`src/inc/swc_pkg.sv`:
```
// Constants and carrier types for the system wait and chip select control
package swc_pkg;

    // ----------------------------------------------------------------
    // I/O ports and indirect register indices
    // ----------------------------------------------------------------
    localparam logic [7:0] IO_INDEX_POINTER = 8'hEE;
    localparam logic [7:0] IO_DATA_PORT     = 8'hEF;
    localparam logic [7:0] IDX_WAIT_CTRL    = 8'h00;
    localparam logic [7:0] IDX_MEM_WAIT_BND = 8'h01;
    localparam logic [7:0] IDX_CS_BOUNDARY  = 8'h02;
    localparam logic [7:0] IDX_MISC_CTRL    = 8'h03;

    // ----------------------------------------------------------------
    // Field positions
    // ----------------------------------------------------------------
    localparam int WC_MEM_LSB   = 0;  // Two bits, 0..3 memory waits
    localparam int WC_OPF_BIT   = 2;  // Extra opcode fetch wait
    localparam int WC_IO_LSB    = 3;  // Two bits, code times two waits
    localparam int WC_VEC_BIT   = 5;  // Interrupt vector wait
    localparam int WC_DAISY_LSB = 6;  // Two bits, code times two waits
    localparam int MC_CS0_EN    = 0;
    localparam int MC_CS1_EN    = 1;
    localparam int MC_CRC32     = 2;
    localparam int MC_RST_DIS   = 3;
    localparam int MC_DIV1      = 4;

    // ----------------------------------------------------------------
    // Reset values and opcodes
    // ----------------------------------------------------------------
    localparam logic [7:0] WAIT_CTRL_RST  = 8'h00;
    localparam logic [7:0] MEM_WAIT_RST   = 8'h00;
    localparam logic [7:0] CS_BND_RST     = 8'h0F;
    localparam logic [7:0] MISC_CTRL_RST  = 8'h01;
    localparam logic [7:0] OP_PREFIX_ED   = 8'hED;
    localparam logic [7:0] OP_RETURN_4D   = 8'h4D;

    // ----------------------------------------------------------------
    // Timing
    // ----------------------------------------------------------------
    localparam int CLK_HZ         = 25_000_000;
    localparam int POR_TIME_MS    = 25;
    localparam int POR_CYCLES_DEF = POR_TIME_MS * (CLK_HZ / 1000);
    localparam int RST_EXT_CLOCKS = 16;

    // Processor bus as seen by the block
    typedef struct packed {
        logic [15:0] addr;
        logic [7:0]  data;
        logic        mem_req_n;
        logic        io_request_strobe_n;
        logic        opcode_fetch_strobe_n;
        logic        rd_n;
        logic        wr_n;
    } swc_bus_type;

endpackage : swc_pkg
```
`src/core/swc_ctl.sv`:
```
// System reset, wait state, chip select and misc control logic
`timescale 1ns/10ps
`default_nettype none
module swc_ctl #(
    parameter int POR_CYCLES = swc_pkg::POR_CYCLES_DEF
) (
    input  wire logic               clk_in,
    input  wire logic               reset_in,
    input  wire swc_pkg::swc_bus_type bus_in,
    output logic [7:0]              rdata_out,
    output logic                    rdata_valid_out,
    input  wire logic               ext_reset_n_in,
    output logic                    reset_pin_out,
    output logic                    reset_pin_oe_out,
    input  wire logic               ext_wait_n_in,
    output logic                    cpu_wait_n_out,
    output logic                    wait_pin_out,
    output logic                    wait_pin_oe_out,
    input  wire logic               evaluation_mode_pin_in,
    output logic                    cpu_disconnect_out,
    output logic                    bus_drive_enable_out,
    output logic                    lower_region_select_n_out,
    output logic                    upper_region_select_n_out,
    input  wire logic               ext_clock_source_in,
    output logic                    clock_div_bypass_out,
    output logic                    crc32_select_out
);
    import swc_pkg::*;

    // ----------------------------------------------------------------
    // Helpers
    // ----------------------------------------------------------------
    // On-chip peripheral I/O map, no programmed waits for these
    function automatic logic is_onchip(input logic [7:0] a);
        return (a[7:2] == 6'h04) || (a[7:3] == 5'h03) ||
               (a == 8'hF0) || (a == 8'hF1) || (a == 8'hF4) ||
               (a == IO_INDEX_POINTER) || (a == IO_DATA_PORT);
    endfunction : is_onchip

    // Two-bit code to 0, 2, 4 or 6 waits
    function automatic logic [3:0] twice(input logic [1:0] c);
        return {1'b0, c, 1'b0};
    endfunction : twice

    // ----------------------------------------------------------------
    // State
    // ----------------------------------------------------------------
    logic [19:0] por_cnt;
    logic        por_active;
    logic [4:0]  ext_cnt;
    logic        ext_prev_n;
    logic [7:0]  index_ptr;
    logic [7:0]  wait_ctrl;
    logic [7:0]  mem_wait_bnd;
    logic [7:0]  cs_boundary;
    logic [7:0]  misc_control;
    logic        eval_mode;
    logic        mem_prev_n;
    logic        io_prev_n;
    logic        m1_prev_n;
    logic        wr_prev;
    logic [3:0]  wait_cnt;
    logic        ed_seen;
    logic        interrupt_return_instruction_pend;
    logic [7:0]  last_op;
    logic [3:0]  next_wait;

    wire logic [3:0] nib      = bus_in.addr[15:12];
    wire logic       io_act   = !bus_in.io_request_strobe_n;
    wire logic       m1_act   = !bus_in.opcode_fetch_strobe_n;
    wire logic       mem_start = !bus_in.mem_req_n && mem_prev_n;
    wire logic       io_start  = io_act && io_prev_n;
    wire logic       ext_fall  = ext_prev_n && !ext_reset_n_in;
    wire logic       int_wait  = (wait_cnt != 4'h0);
    wire logic       io_wr     = io_act && !bus_in.wr_n && !m1_act;
    wire logic       wr_start  = io_wr && !wr_prev;
    wire logic [1:0] daisy     = wait_ctrl[WC_DAISY_LSB +: 2];

    // ----------------------------------------------------------------
    // Reset driver
    // ----------------------------------------------------------------
    // Power-on period counted from the supply detection reset
    always_ff @(posedge clk_in) begin
        if (reset_in) begin
            por_cnt    <= 20'h00000;
            por_active <= 1'b1;
        end else if (por_active) begin
            if (por_cnt == 20'(POR_CYCLES - 1)) begin
                por_active <= 1'b0;
            end
            por_cnt <= por_cnt + 20'h00001;
        end
    end

    // Extension only after power-up; own drive masks further falls
    always_ff @(posedge clk_in) begin
        if (reset_in) begin
            ext_cnt    <= 5'h00;
            ext_prev_n <= 1'b1;
        end else begin
            ext_prev_n <= ext_reset_n_in;
            if (!por_active && ext_fall &&
                !misc_control[MC_RST_DIS]) begin
                ext_cnt <= 5'(RST_EXT_CLOCKS);
            end else if (ext_cnt != 5'h00) begin
                ext_cnt <= ext_cnt - 5'h01;
            end
        end
    end

    // Open drain: only ever drives low
    always_comb begin
        reset_pin_out    = 1'b0;
        reset_pin_oe_out = por_active || ((ext_cnt != 5'h00) &&
                           !misc_control[MC_RST_DIS]);
    end

    AST_POR_DRIVE: assert property (@(posedge clk_in)
        reset_in |=> reset_pin_oe_out && !reset_pin_out)
        else $error("reset pin not driven during power-on");
    AST_POR_RELEASE: assert property (@(posedge clk_in)
        disable iff (reset_in)
        $fell(por_active) && ext_cnt == 5'h00 |-> !reset_pin_oe_out)
        else $error("reset pin still driven after power-on");
    AST_EXT_16: assert property (@(posedge clk_in) disable iff (reset_in)
        !por_active && ext_fall && !misc_control[MC_RST_DIS] |=>
        reset_pin_oe_out[*8] ##1 reset_pin_oe_out[*8] ##1
        (!reset_pin_oe_out || ext_fall))
        else $error("reset extension is not 16 clocks");
    AST_RST_DISABLE: assert property (@(posedge clk_in)
        disable iff (reset_in)
        !por_active && misc_control[MC_RST_DIS] |-> !reset_pin_oe_out)
        else $error("reset driven while output disabled");

    // ----------------------------------------------------------------
    // Indirect register access
    // ----------------------------------------------------------------
    // Write taken once, on the first cycle of the strobe
    always_ff @(posedge clk_in) begin
        if (reset_in) begin
            wr_prev      <= 1'b0;
            index_ptr    <= 8'h00;
            wait_ctrl    <= WAIT_CTRL_RST;
            mem_wait_bnd <= MEM_WAIT_RST;
            cs_boundary  <= CS_BND_RST;
            misc_control <= MISC_CTRL_RST;
        end else begin
            wr_prev <= io_wr;
            if (wr_start && bus_in.addr[7:0] == IO_INDEX_POINTER) begin
                index_ptr <= bus_in.data;
            end
            if (wr_start && bus_in.addr[7:0] == IO_DATA_PORT) begin
                unique case (index_ptr)
                    IDX_WAIT_CTRL:    wait_ctrl    <= bus_in.data;
                    IDX_MEM_WAIT_BND: mem_wait_bnd <= bus_in.data;
                    IDX_CS_BOUNDARY:  cs_boundary  <= bus_in.data;
                    IDX_MISC_CTRL:    misc_control <= bus_in.data;
                    default: ;
                endcase
            end
        end
    end

    // Read data; unknown index reads as zero
    always_ff @(posedge clk_in) begin
        if (reset_in) begin
            rdata_out <= 8'h00;
        end else if (bus_in.addr[7:0] == IO_INDEX_POINTER) begin
            rdata_out <= index_ptr;
        end else begin
            unique case (index_ptr)
                IDX_WAIT_CTRL:    rdata_out <= wait_ctrl;
                IDX_MEM_WAIT_BND: rdata_out <= mem_wait_bnd;
                IDX_CS_BOUNDARY:  rdata_out <= cs_boundary;
                IDX_MISC_CTRL:    rdata_out <= misc_control;
                default:          rdata_out <= 8'h00;
            endcase
        end
    end

    // Valid combinationally as soon as a read of either port stands, with no cycle of delay
    always_comb begin
        rdata_valid_out = io_act && !m1_act && !bus_in.rd_n &&
                          ((bus_in.addr[7:0] == IO_INDEX_POINTER) ||
                           (bus_in.addr[7:0] == IO_DATA_PORT));
    end

    AST_RESET_VALUES: assert property (@(posedge clk_in)
        reset_in |=> cs_boundary == 8'h0F && misc_control[MC_CS0_EN] &&
        !misc_control[MC_CS1_EN])
        else $error("wrong power-on select setup");

    // ----------------------------------------------------------------
    // Wait state generator
    // ----------------------------------------------------------------
    // Load on cycle start; interrupt acknowledge is I/O with fetch
    always_comb begin
        next_wait = 4'h0;
        if (mem_start && nib <= mem_wait_bnd[3:0]) begin
            next_wait = {2'b00, wait_ctrl[WC_MEM_LSB +: 2]};
        end
        if (mem_start && m1_act) begin
            next_wait = next_wait + {3'b000, wait_ctrl[WC_OPF_BIT]};
            if (ed_seen && daisy[1]) begin
                next_wait = next_wait + 4'h1;
            end
        end
        if (io_start && m1_act) begin
            next_wait = twice(daisy) +
                        {3'b000, wait_ctrl[WC_VEC_BIT]};
        end else if (io_start && !is_onchip(bus_in.addr[7:0])) begin
            next_wait = twice(wait_ctrl[WC_IO_LSB +: 2]);
        end
    end

    // Strobe history and return sequence tracking
    always_ff @(posedge clk_in) begin
        if (reset_in) begin
            mem_prev_n <= 1'b1;
            io_prev_n  <= 1'b1;
            m1_prev_n  <= 1'b1;
            last_op    <= 8'h00;
            ed_seen    <= 1'b0;
        end else begin
            mem_prev_n <= bus_in.mem_req_n;
            io_prev_n  <= bus_in.io_request_strobe_n;
            m1_prev_n  <= bus_in.opcode_fetch_strobe_n;
            if (m1_act && !bus_in.mem_req_n && !bus_in.rd_n) begin
                last_op <= bus_in.data;
            end
            if (!m1_prev_n && !m1_act && bus_in.io_request_strobe_n) begin
                ed_seen <= ed_seen;
            end else if (!m1_prev_n && !m1_act) begin
                ed_seen <= 1'b0;
            end else if (!m1_prev_n && m1_act == 1'b0) begin
                ed_seen <= ed_seen;
            end
            if (!m1_prev_n && !m1_act == 1'b0) begin
                ed_seen <= (last_op == OP_PREFIX_ED);
            end
        end
    end

    // Down counter; a 4Dh second byte stretches to two or four waits
    always_ff @(posedge clk_in) begin
        if (reset_in) begin
            wait_cnt  <= 4'h0;
            interrupt_return_instruction_pend <= 1'b0;
        end else if (mem_start || io_start) begin
            wait_cnt  <= next_wait;
            interrupt_return_instruction_pend <= mem_start && m1_act && ed_seen && daisy[1];
        end else begin
            // Second byte looked at once only, so no stale extension
            interrupt_return_instruction_pend <= 1'b0;
            if (interrupt_return_instruction_pend && bus_in.data == OP_RETURN_4D) begin
                // One or three more, less the wait spent in this cycle
                wait_cnt <= wait_cnt + (daisy[0] ? 4'h2 : 4'h0);
            end else if (int_wait) begin
                wait_cnt <= wait_cnt - 4'h1;
            end
        end
    end

    // External wait looked at only once the count is spent
    always_comb begin
        cpu_wait_n_out  = int_wait ? 1'b0 : ext_wait_n_in;
        wait_pin_out    = !int_wait;
        wait_pin_oe_out = eval_mode;
    end

    AST_CPU_WAIT: assert property (@(posedge clk_in) disable iff (reset_in)
        (int_wait || !ext_wait_n_in) |-> !cpu_wait_n_out)
        else $error("wait request not the OR of both sources");
    AST_IO_ONCHIP: assert property (@(posedge clk_in)
        disable iff (reset_in)
        io_start && !m1_act && is_onchip(bus_in.addr[7:0]) |=>
        !int_wait)
        else $error("programmed wait on on-chip I/O");
    AST_IO_WAITS: assert property (@(posedge clk_in) disable iff (reset_in)
        io_start && !m1_act && !is_onchip(bus_in.addr[7:0]) &&
        wait_ctrl[WC_IO_LSB +: 2] == 2'b01 |=>
        int_wait[*2] ##1 !int_wait)
        else $error("I/O code 1 did not give two waits");
    AST_MEM_RANGE: assert property (@(posedge clk_in)
        disable iff (reset_in)
        mem_start && !m1_act && nib > mem_wait_bnd[3:0] |=> !int_wait)
        else $error("memory wait outside boundary");

    // ----------------------------------------------------------------
    // Chip selects, misc bits, evaluation mode
    // ----------------------------------------------------------------
    // Address nibble only; registered on the clock, so glitches on address are not passed through
    always_ff @(posedge clk_in) begin
        if (reset_in) begin
            lower_region_select_n_out <= 1'b1;
            upper_region_select_n_out <= 1'b1;
        end else begin
            lower_region_select_n_out <= !(misc_control[MC_CS0_EN] &&
                nib <= cs_boundary[3:0]);
            upper_region_select_n_out <= !(misc_control[MC_CS1_EN] &&
                nib <= cs_boundary[7:4] &&
                nib > cs_boundary[3:0]);
        end
    end

    AST_CS0: assert property (@(posedge clk_in) disable iff (reset_in)
        ##1 $past(misc_control[MC_CS0_EN]) && $past(nib) == 4'h0 |->
        !lower_region_select_n_out)
        else $error("lower select missing at nibble zero");
    AST_CS1: assert property (@(posedge clk_in) disable iff (reset_in)
        ##1 $past(nib) <= $past(cs_boundary[3:0]) |->
        upper_region_select_n_out)
        else $error("upper select active in lower range");

    // Strap caught while power-on reset runs, held after
    always_ff @(posedge clk_in) begin
        if (reset_in) begin
            eval_mode <= 1'b0;
        end else if (por_active) begin
            eval_mode <= evaluation_mode_pin_in;
        end
    end

    always_comb begin
        cpu_disconnect_out   = eval_mode;
        bus_drive_enable_out = !eval_mode;
        clock_div_bypass_out = misc_control[MC_DIV1] &&
                               !ext_clock_source_in;
        crc32_select_out     = misc_control[MC_CRC32];
    end

    AST_EVAL_FLOAT: assert property (@(posedge clk_in)
        disable iff (reset_in)
        eval_mode |-> !bus_drive_enable_out && wait_pin_oe_out &&
        (wait_pin_out == cpu_wait_n_out || !ext_wait_n_in))
        else $error("evaluation mode outputs wrong");

endmodule : swc_ctl
`default_nettype wire

```
`config.mk`:
```
export PLATFORM = sky130hd
export DESIGN_NAME = swc_ctl
export DESIGN_NICKNAME = d
export VERILOG_FILES = /design/src/inc/swc_pkg.sv /design/src/core/swc_ctl.sv
export SDC_FILE = /design/constraint.sdc
export NUM_CORES = 1
export LEC_CHECK = 0
export BUFFER_PORTS_ARGS = -buffer_cell sky130_fd_sc_hd__buf_2
export CORE_MARGIN = 5
export CORE_UTILIZATION = 63
export CTS_CLUSTER_DIAMETER = 50
export CTS_CLUSTER_SIZE = 30
export DETAILED_ROUTE_END_ITERATION = 10
export PLACE_DENSITY = 0.86
export SLEW_MARGIN = 0
export SYNTH_ARGS = -nofsm -noshare
export SYNTH_HDL_FRONTEND = slang
export SYNTH_SLANG_ARGS = --single-unit
export TNS_END_PERCENT = 30
```
`constraint.sdc`:
```
create_clock -name clk_in -period 6.8 [get_ports clk_in]
set_input_delay 1.36 -clock clk_in [delete_from_list [all_inputs] [get_ports clk_in]]
set_output_delay 1.36 -clock clk_in [all_outputs]
set_load 0.005 [all_outputs]
```
==> impl_metrics.ini, run 1 <==
[outcome]
run_status = complete, no violations

[timing]
drv_slew = 0
fin_worst_skew_ns = 0.009941
final-setup-viol-count = 0
tightestPinTransition_ns = 1.014
timing.final.ws_setup_ns = 2.953
fmax_mhz = 259.9
hold_violations = 0
slew_headroom_pct = 31.45
rsz0062_at_grt = no
setup_tns_ns = 0
fin_crit_sh_pct = 56.58
min_period_ns = 3.847

[global_route]
grt_max_degree = 87
grt_usage_pct = 24.17
antenna_found_initial = 0
grt_pass1_vias = 3630
grt-ovfl-total = 0
grt_pass1_wl_mm = 17.18

[clock_network]
cts_root_buffer = clkbuf_8
path_clk_slew_ns = 0.10
cts_buffer_depth = 2
insertion_delay_ns = 0.36
postCtsHoldBufs = 0
htree_levels = 3
cts_tree = built
clock-sinks = 96
post_cts_resized = 0
cts_buffers = 9
post_cts.repair.setup_buffers = 0

[layout]
utilization_pct = 71.23
fin_area_sq_um = 5166
final_common_cell = dfxtp_1
final_cell_mix = dfxtp_1, nor2_1, mux2i_1, buf_2, inv_1
diodes = 0
syn_to_final_growth_pct = 10.25
layout.nets = 590
layout-drive-gt1-share_pct = 16.54

[yosys]
yosys.area.top_type = dfxtp_1
postSynthAreaPerCell_sq_um = 9.543
synthesis.nets = 548
seq_area_frac_synth_pct = 41.01
synthArstFlopShare_pct = 0
ys_types = 54
yosysWarnings = 0
synth_edf_count = 0
ys_ff_latch = 96
synth_top_area_share_pct = 41.01
netlist_top_cells_area = dfxtp_1, mux2i_1, nor2_1
postSynthCellCount = 491
synth_ff_type = dfxtp_1
syn_area_sq_um = 4686

[place]
routabilityCongestion = 0.8577
post_dp_cell_area_sq_um = 4980
port_buffers = 49
hpwl_mm = 7.792
place_ws_ns = 2.767

[power_and_ir_drop]
p_switching_mw = 0.3162
switching_share_pct = 28.51
pwr-share-comb_pct = 13.7
p_leak_nw = 1.975
max-vdd-ir-drop_mv = 0.1669
clock_power_share_pct = 32.2
power_frac_seq_pct = 54.2
power_density_nw_per_um2 = 214.7
p_int_mw = 0.7930

[floorplan]
start_util_pct = 64.60
io_pins = 55
design.core.area_sq_um = 7253
die-area_sq_um = 9262
rows = 31
floorplan.die.width_um = 96.24
die_y_um = 96.24

[setup_path]
cp-end-kind = output port
path_cells = buf_2, and4b_1, nand2_1, nor4_1, buf_2
worstSetupStartpointType = input port
cp_slowest_stage_delay_ns = 0.30
cpMostUsedCell = buf_2
crit_fanout = 7
crit_buf_inv = 2
critPathTopFamily = simple AND/OR/NAND/NOR gates
crit_slowest_cell = nand2_1
worst_ep_arrival_time_ns = 2.49
crit_required_ns = 5.44
crit_type = input port to output port

[min_path]
hp-class = flop to flop

[detailed_routing]
first_pass_iters = 6
final_antenna_net_count = 0
dr.first_iter.drc_count = 233
wl_mm = 10.42
viasPerCell = 5.852
wl_per_cell_um = 16.35
dr_total_vias = 3728
drc_errors = 0

[run]
cap_viol_max_count = 0
==> layer usage <==
| metal | track usage [%] | up-vias | part of all wire, % |
|---|---|---|---|
| met2 | 40.66 | 121 | 49 |
| met4 | 6.872 | 0 | 1.8 |
| met5 | 0 | - | 0 |
| li1 | - | 1824 | - |
| met3 | 5.004 | 21 | 5.5 |
| met1 | 31.31 | 1762 | 44 |
==> worst register-to-register path: stages, from the launching register on <==
cell,delay [ns]
dfxtp_1,0.36
inv_1,0.05
ha_1,0.28
nor2b_1,0.13
o211a_1,0.18
nor2b_1,0.06
o21a_1,0.17
and2_1,0.15
ha_1,0.33
fa_1,0.44
mux2i_1,0.14
nor3_1,0.06
o311ai_0,0.31
a211oi_1,0.12
==> synthesized netlist by cell type (4+ instances only) <==
| cell | n |
|---|---|
| nor3_1 | 10 |
| inv_1 | 24 |
| nand4_1 | 10 |
| ha_1 | 20 |
| and2_1 | 5 |
| nand3_1 | 8 |
| clkbuf_1 | 13 |
| a21oi_1 | 18 |
| o21ai_0 | 11 |
| or2_2 | 4 |
| nor4_1 | 6 |
| xor2_1 | 8 |
| mux2i_1 | 49 |
| dfxtp_1 | 96 |
| mux4_2 | 7 |
| or3_1 | 7 |
| nand2_1 | 21 |
| o21a_1 | 5 |
| nor4_4 | 4 |
| nor2_1 | 82 |
| nor2b_1 | 7 |
| o211ai_1 | 4 |
| xnor2_1 | 13 |
| a22oi_1 | 7 |
==> state kept, by name, indices dropped and copies added (netlist names), 8 cells and up <==
| register | cells |
|---|---|
| wait_ctrl | 8 |
| last_op | 8 |
| cs_boundary | 8 |
| mem_wait_bnd | 8 |
| misc_control | 8 |
| por_cnt | 20 |
| rdata_out | 8 |
| index_ptr | 8 |
==> area by class of cell <==
class / count / area, sq um
fill: 529 / 2087
sequential: 96 / 1922
tap: 99 / 123.9
timing repair buffer: 51 / 260.3
clock buffer: 9 / 123.9
clock inverter: 7 / 62.56
multi-input combinational: 351 / 2584
inverter: 24 / 90.09
==> power groups by stage <==
stage	Sequential, mW	Clock [mW]	Combinational (mW)
after floorplan	0.610	0	0.114
after global placement	0.612	0	0.145
after detailed placement	0.613	0	0.152
after CTS	0.600	0.362	0.152
after global routing	0.604	0.386	0.173
final	0.601	0.357	0.152
==> final timing paths <==
| check | from | endpoint | slack, ns | cells after the start |
|---|---|---|---|---|
| setup / recovery | bus_in[17] | rdata_valid_out | 2.95 | 5 |
| hold / removal | misc_control[0] | lower_region_select_n_out | 0.44 | 1 |
| setup reg to reg | mem_wait_bnd[1] | wait_cnt[1] | 3.88 | 13 |
| hold reg to reg | misc_control[0] | lower_region_select_n_out | 0.44 | 1 |
==> logic make-up after synthesis <==
family	synth area share [%]
xor+xnor	3.925
other cells	0.08003
mux	14.07
fa+ha+maj	6.195
buf+inv	3.845
simple gates	22.72
flops	41.01
compound gates	8.144
==> stage by stage <==
step | cells | power, mW | hold WS (ns)
CTS | 637 | 1.115 | 0.4439
detailed placement | 621 | 0.7651 | 0.4217
global route | 637 | 1.163 | 0.4627
floorplan | 491 | 0.7230 | 0.3798
global placement | 621 | 0.7575 | 0.4154
finish | 637 | 1.109 | 0.4351
No activity file was read; power rests on OpenSTA's default activity.
==> inputs of run 2 (changes only) <==
- ABC_AREA: not set -> 1
- CORE_UTILIZATION: 63 -> 53
- PLACE_DENSITY: 0.86 -> 0.77
- clock period: 6.8 -> 3.22 ns (I/O delays scaled with it)
==> impl_metrics.ini, run 2 <==
[yosys]
synth_ff_type = dfxtp_1
netlist_top_cells_count = dfxtp_1, nand2_1, inv_1, o21ai_0
ys_ff_latch = 96
synth.most_common_cell = dfxtp_1
seq_area_frac_synth_pct = 39.48
syn_area_sq_um = 4868
netlist_top_cells_area = dfxtp_1, nand2_1, o21ai_0
synthArstFlopShare_pct = 0
synth_edf_count = 0
yosysWarnings = 0
ys_types = 52
postSynthCellCount = 649
synthesis.nets = 706
postSynthAreaPerCell_sq_um = 7.501
yosys.area.top_type = dfxtp_1
synth_top_area_share_pct = 39.48

[detailed_routing]
final_antenna_net_count = 0
wl_per_cell_um = 14.19
dr_total_vias = 4413
wl_mm = 11.48
drc_errors = 0
first_pass_iters = 5
viasPerCell = 5.455
dr.first_iter.drc_count = 357

[setup_path]
crit_slowest_cell = fa_1
cp-end-kind = flop
crit_type = input port to flop
crit_fanout = 3
r2r_start = mem_wait_bnd[3]
r2r.worst_path.cells = 19
cpMostUsedCell = nand2_1
path_cells = buf_2, ha_1, nand2_1, nand2_1, nand2_1, nand2_1, nand2_1, nand2_1, nor2_1, ha_1, fa_1, nand2_1, a21oi_1, a21oi_1, nand2_1, nand2_1, nand3_1, nand2_1, nor2_1
worstSetupStartpointType = input port
r2r_end = wait_cnt[1]
crit_end = wait_cnt[1]
cp-startpoint = bus_in[26]
worst_ep_arrival_time_ns = 2.84
cp_slowest_stage_delay_ns = 0.45
timing.reg2reg.setup_slack_ns = 0.62
crit_required_ns = 3.45

[clock_network]
clock-sinks = 96
cts_buffers = 9
post_cts.repair.setup_buffers = 0
cts_root_buffer = clkbuf_8
postCtsHoldBufs = 0
insertion_delay_ns = 0.36
path_clk_slew_ns = 0.09
cts_buffer_depth = 2
post_cts_resized = 0
cts_tree = built
htree_levels = 3

[layout]
syn_to_final_growth_pct = 9.946
final_cell_mix = dfxtp_1, nand2_1, inv_1, o21ai_0
layout-drive-gt1-share_pct = 14.90
fillers = 828
layout.nets = 750
final_common_cell = dfxtp_1
diodes = 0
regMostFlops = por_cnt
fin_area_sq_um = 5353
largest_reg_flops = 20

[timing]
fin_crit_sh_pct = 80.97
hold_violations = 0
min_period_ns = 2.607
drv_slew = 0
final-setup-viol-count = 0
fin_worst_skew_ns = 0.009981
fmax_mhz = 383.6
setup_tns_ns = 0
timing.final.ws_setup_ns = 0.6129
rsz0062_at_grt = no
tightestPinTransition_ns = 0.7171
slew_headroom_pct = 52.04

[floorplan]
rows = 35
die-area_sq_um = 11200
io_pins = 55
start_util_pct = 53.45
die_y_um = 105.8
design.core.area_sq_um = 9109
floorplan.die.width_um = 105.8

[power_and_ir_drop]
p_leak_nw = 2.275
max-vdd-ir-drop_mv = 0.3487
power_density_nw_per_um2 = 447.7

[place]
post_dp_cell_area_sq_um = 5156
port_buffers = 49
place_ws_ns = 0.2308
routabilityCongestion = 0.9253
hpwl_mm = 8.650

[global_route]
grt-ovfl-total = 0
grt_pass1_vias = 4072
antenna_found_initial = 0
grt_max_degree = 45
grt_pass1_wl_mm = 19.13
grt_usage_pct = 20.93

[min_path]
hp-class = flop to flop

[run]
cap_viol_max_count = 0

[outcome]
run_status = complete, no violations
-- run 2: cell types whose count changed in the layout (fill, tap and decap cells not counted), sizes merged, moves of 8 or more --
cell	change
a21oi	+46
nand3	+31
xnor2	-10
mux2i	-48
o21ai	+64
nand2	+76
inv	+61
nor3	+14
nor2	-8
-- run 2: cell type report --
| type | count | area (sq um) | share of cell area (%) |
|---|---|---|---|
| Timing Repair Buffer | 51 | 260.3 | 4.862 |
| Tap cell | 111 | 138.9 | 2.595 |
| Sequential cell | 96 | 1922 | 35.90 |
| Clock inverter | 7 | 72.57 | 1.356 |
| Multi-Input combinational cell | 445 | 2497 | 46.66 |
| Clock buffer | 9 | 123.9 | 2.314 |
| Inverter | 90 | 337.8 | 6.311 |
-- run 2: through the flow --
step | hold slack [ns] | instances | total power, mW | util [%]
detailed placement | 0.4353 | 793 | 1.629 | 56.61
global route | 0.4745 | 809 | 2.516 | 58.76
global placement | 0.4336 | 793 | 1.611 | 56.61
CTS | 0.4562 | 809 | 2.401 | 58.76
finish | 0.4520 | 809 | 2.396 | 58.76
floorplan | 0.3944 | 649 | 1.530 | -
-- run 2: power by group --
group,internal [mW],switching (mW),total (mW)
Sequential,1.23,0.0272,1.26
Clock,0.359,0.434,0.793
Combinational,0.137,0.208,0.346
Total,1.73,0.669,2.40
-- run 2: worst min-delay path by stage --
| stage | endpoint | depth (start not counted) | slack, ns | start |
|---|---|---|---|---|
| after detailed placement | upper_region_select_n_out | 1 | 0.44 | misc_control[1] |
| after global routing | upper_region_select_n_out | 1 | 0.47 | misc_control[1] |
| after CTS | upper_region_select_n_out | 1 | 0.46 | misc_control[1] |
| final | upper_region_select_n_out | 1 | 0.45 | misc_control[1] |
| after global placement | mem_wait_bnd[5] | 2 | 0.43 | mem_wait_bnd[5] |
| after floorplan | upper_region_select_n_out | 1 | 0.39 | misc_control[1] |
-- run 2: metal layers --
metal	global-route usage [%]	wire [um]	up-vias
li1	-	-	2238
met1	26.88	5052	2047
met2	36.25	5665	111
met3	3.123	565	17
met4	6.383	198	0
met5	0	0	-
-- run 2: kinds of logic after synthesis --
family	count (synthesis)	share of synthesized area, %
simple gates	254	25.83
compound gates	161	18.14
buf+inv	108	9.226
flops	96	39.48
fa+ha+maj	22	5.963
xor+xnor	6	1.080
other cells	1	0.07703
mux	1	0.2056
-- run 2: critical path, delay by kind of cell --
kind / cells / cell delay, ns
buf+inv: 1 / 0.13
simple gates: 13 / 0.86
compound gates: 2 / 0.18
fa+ha+maj: 3 / 1.03
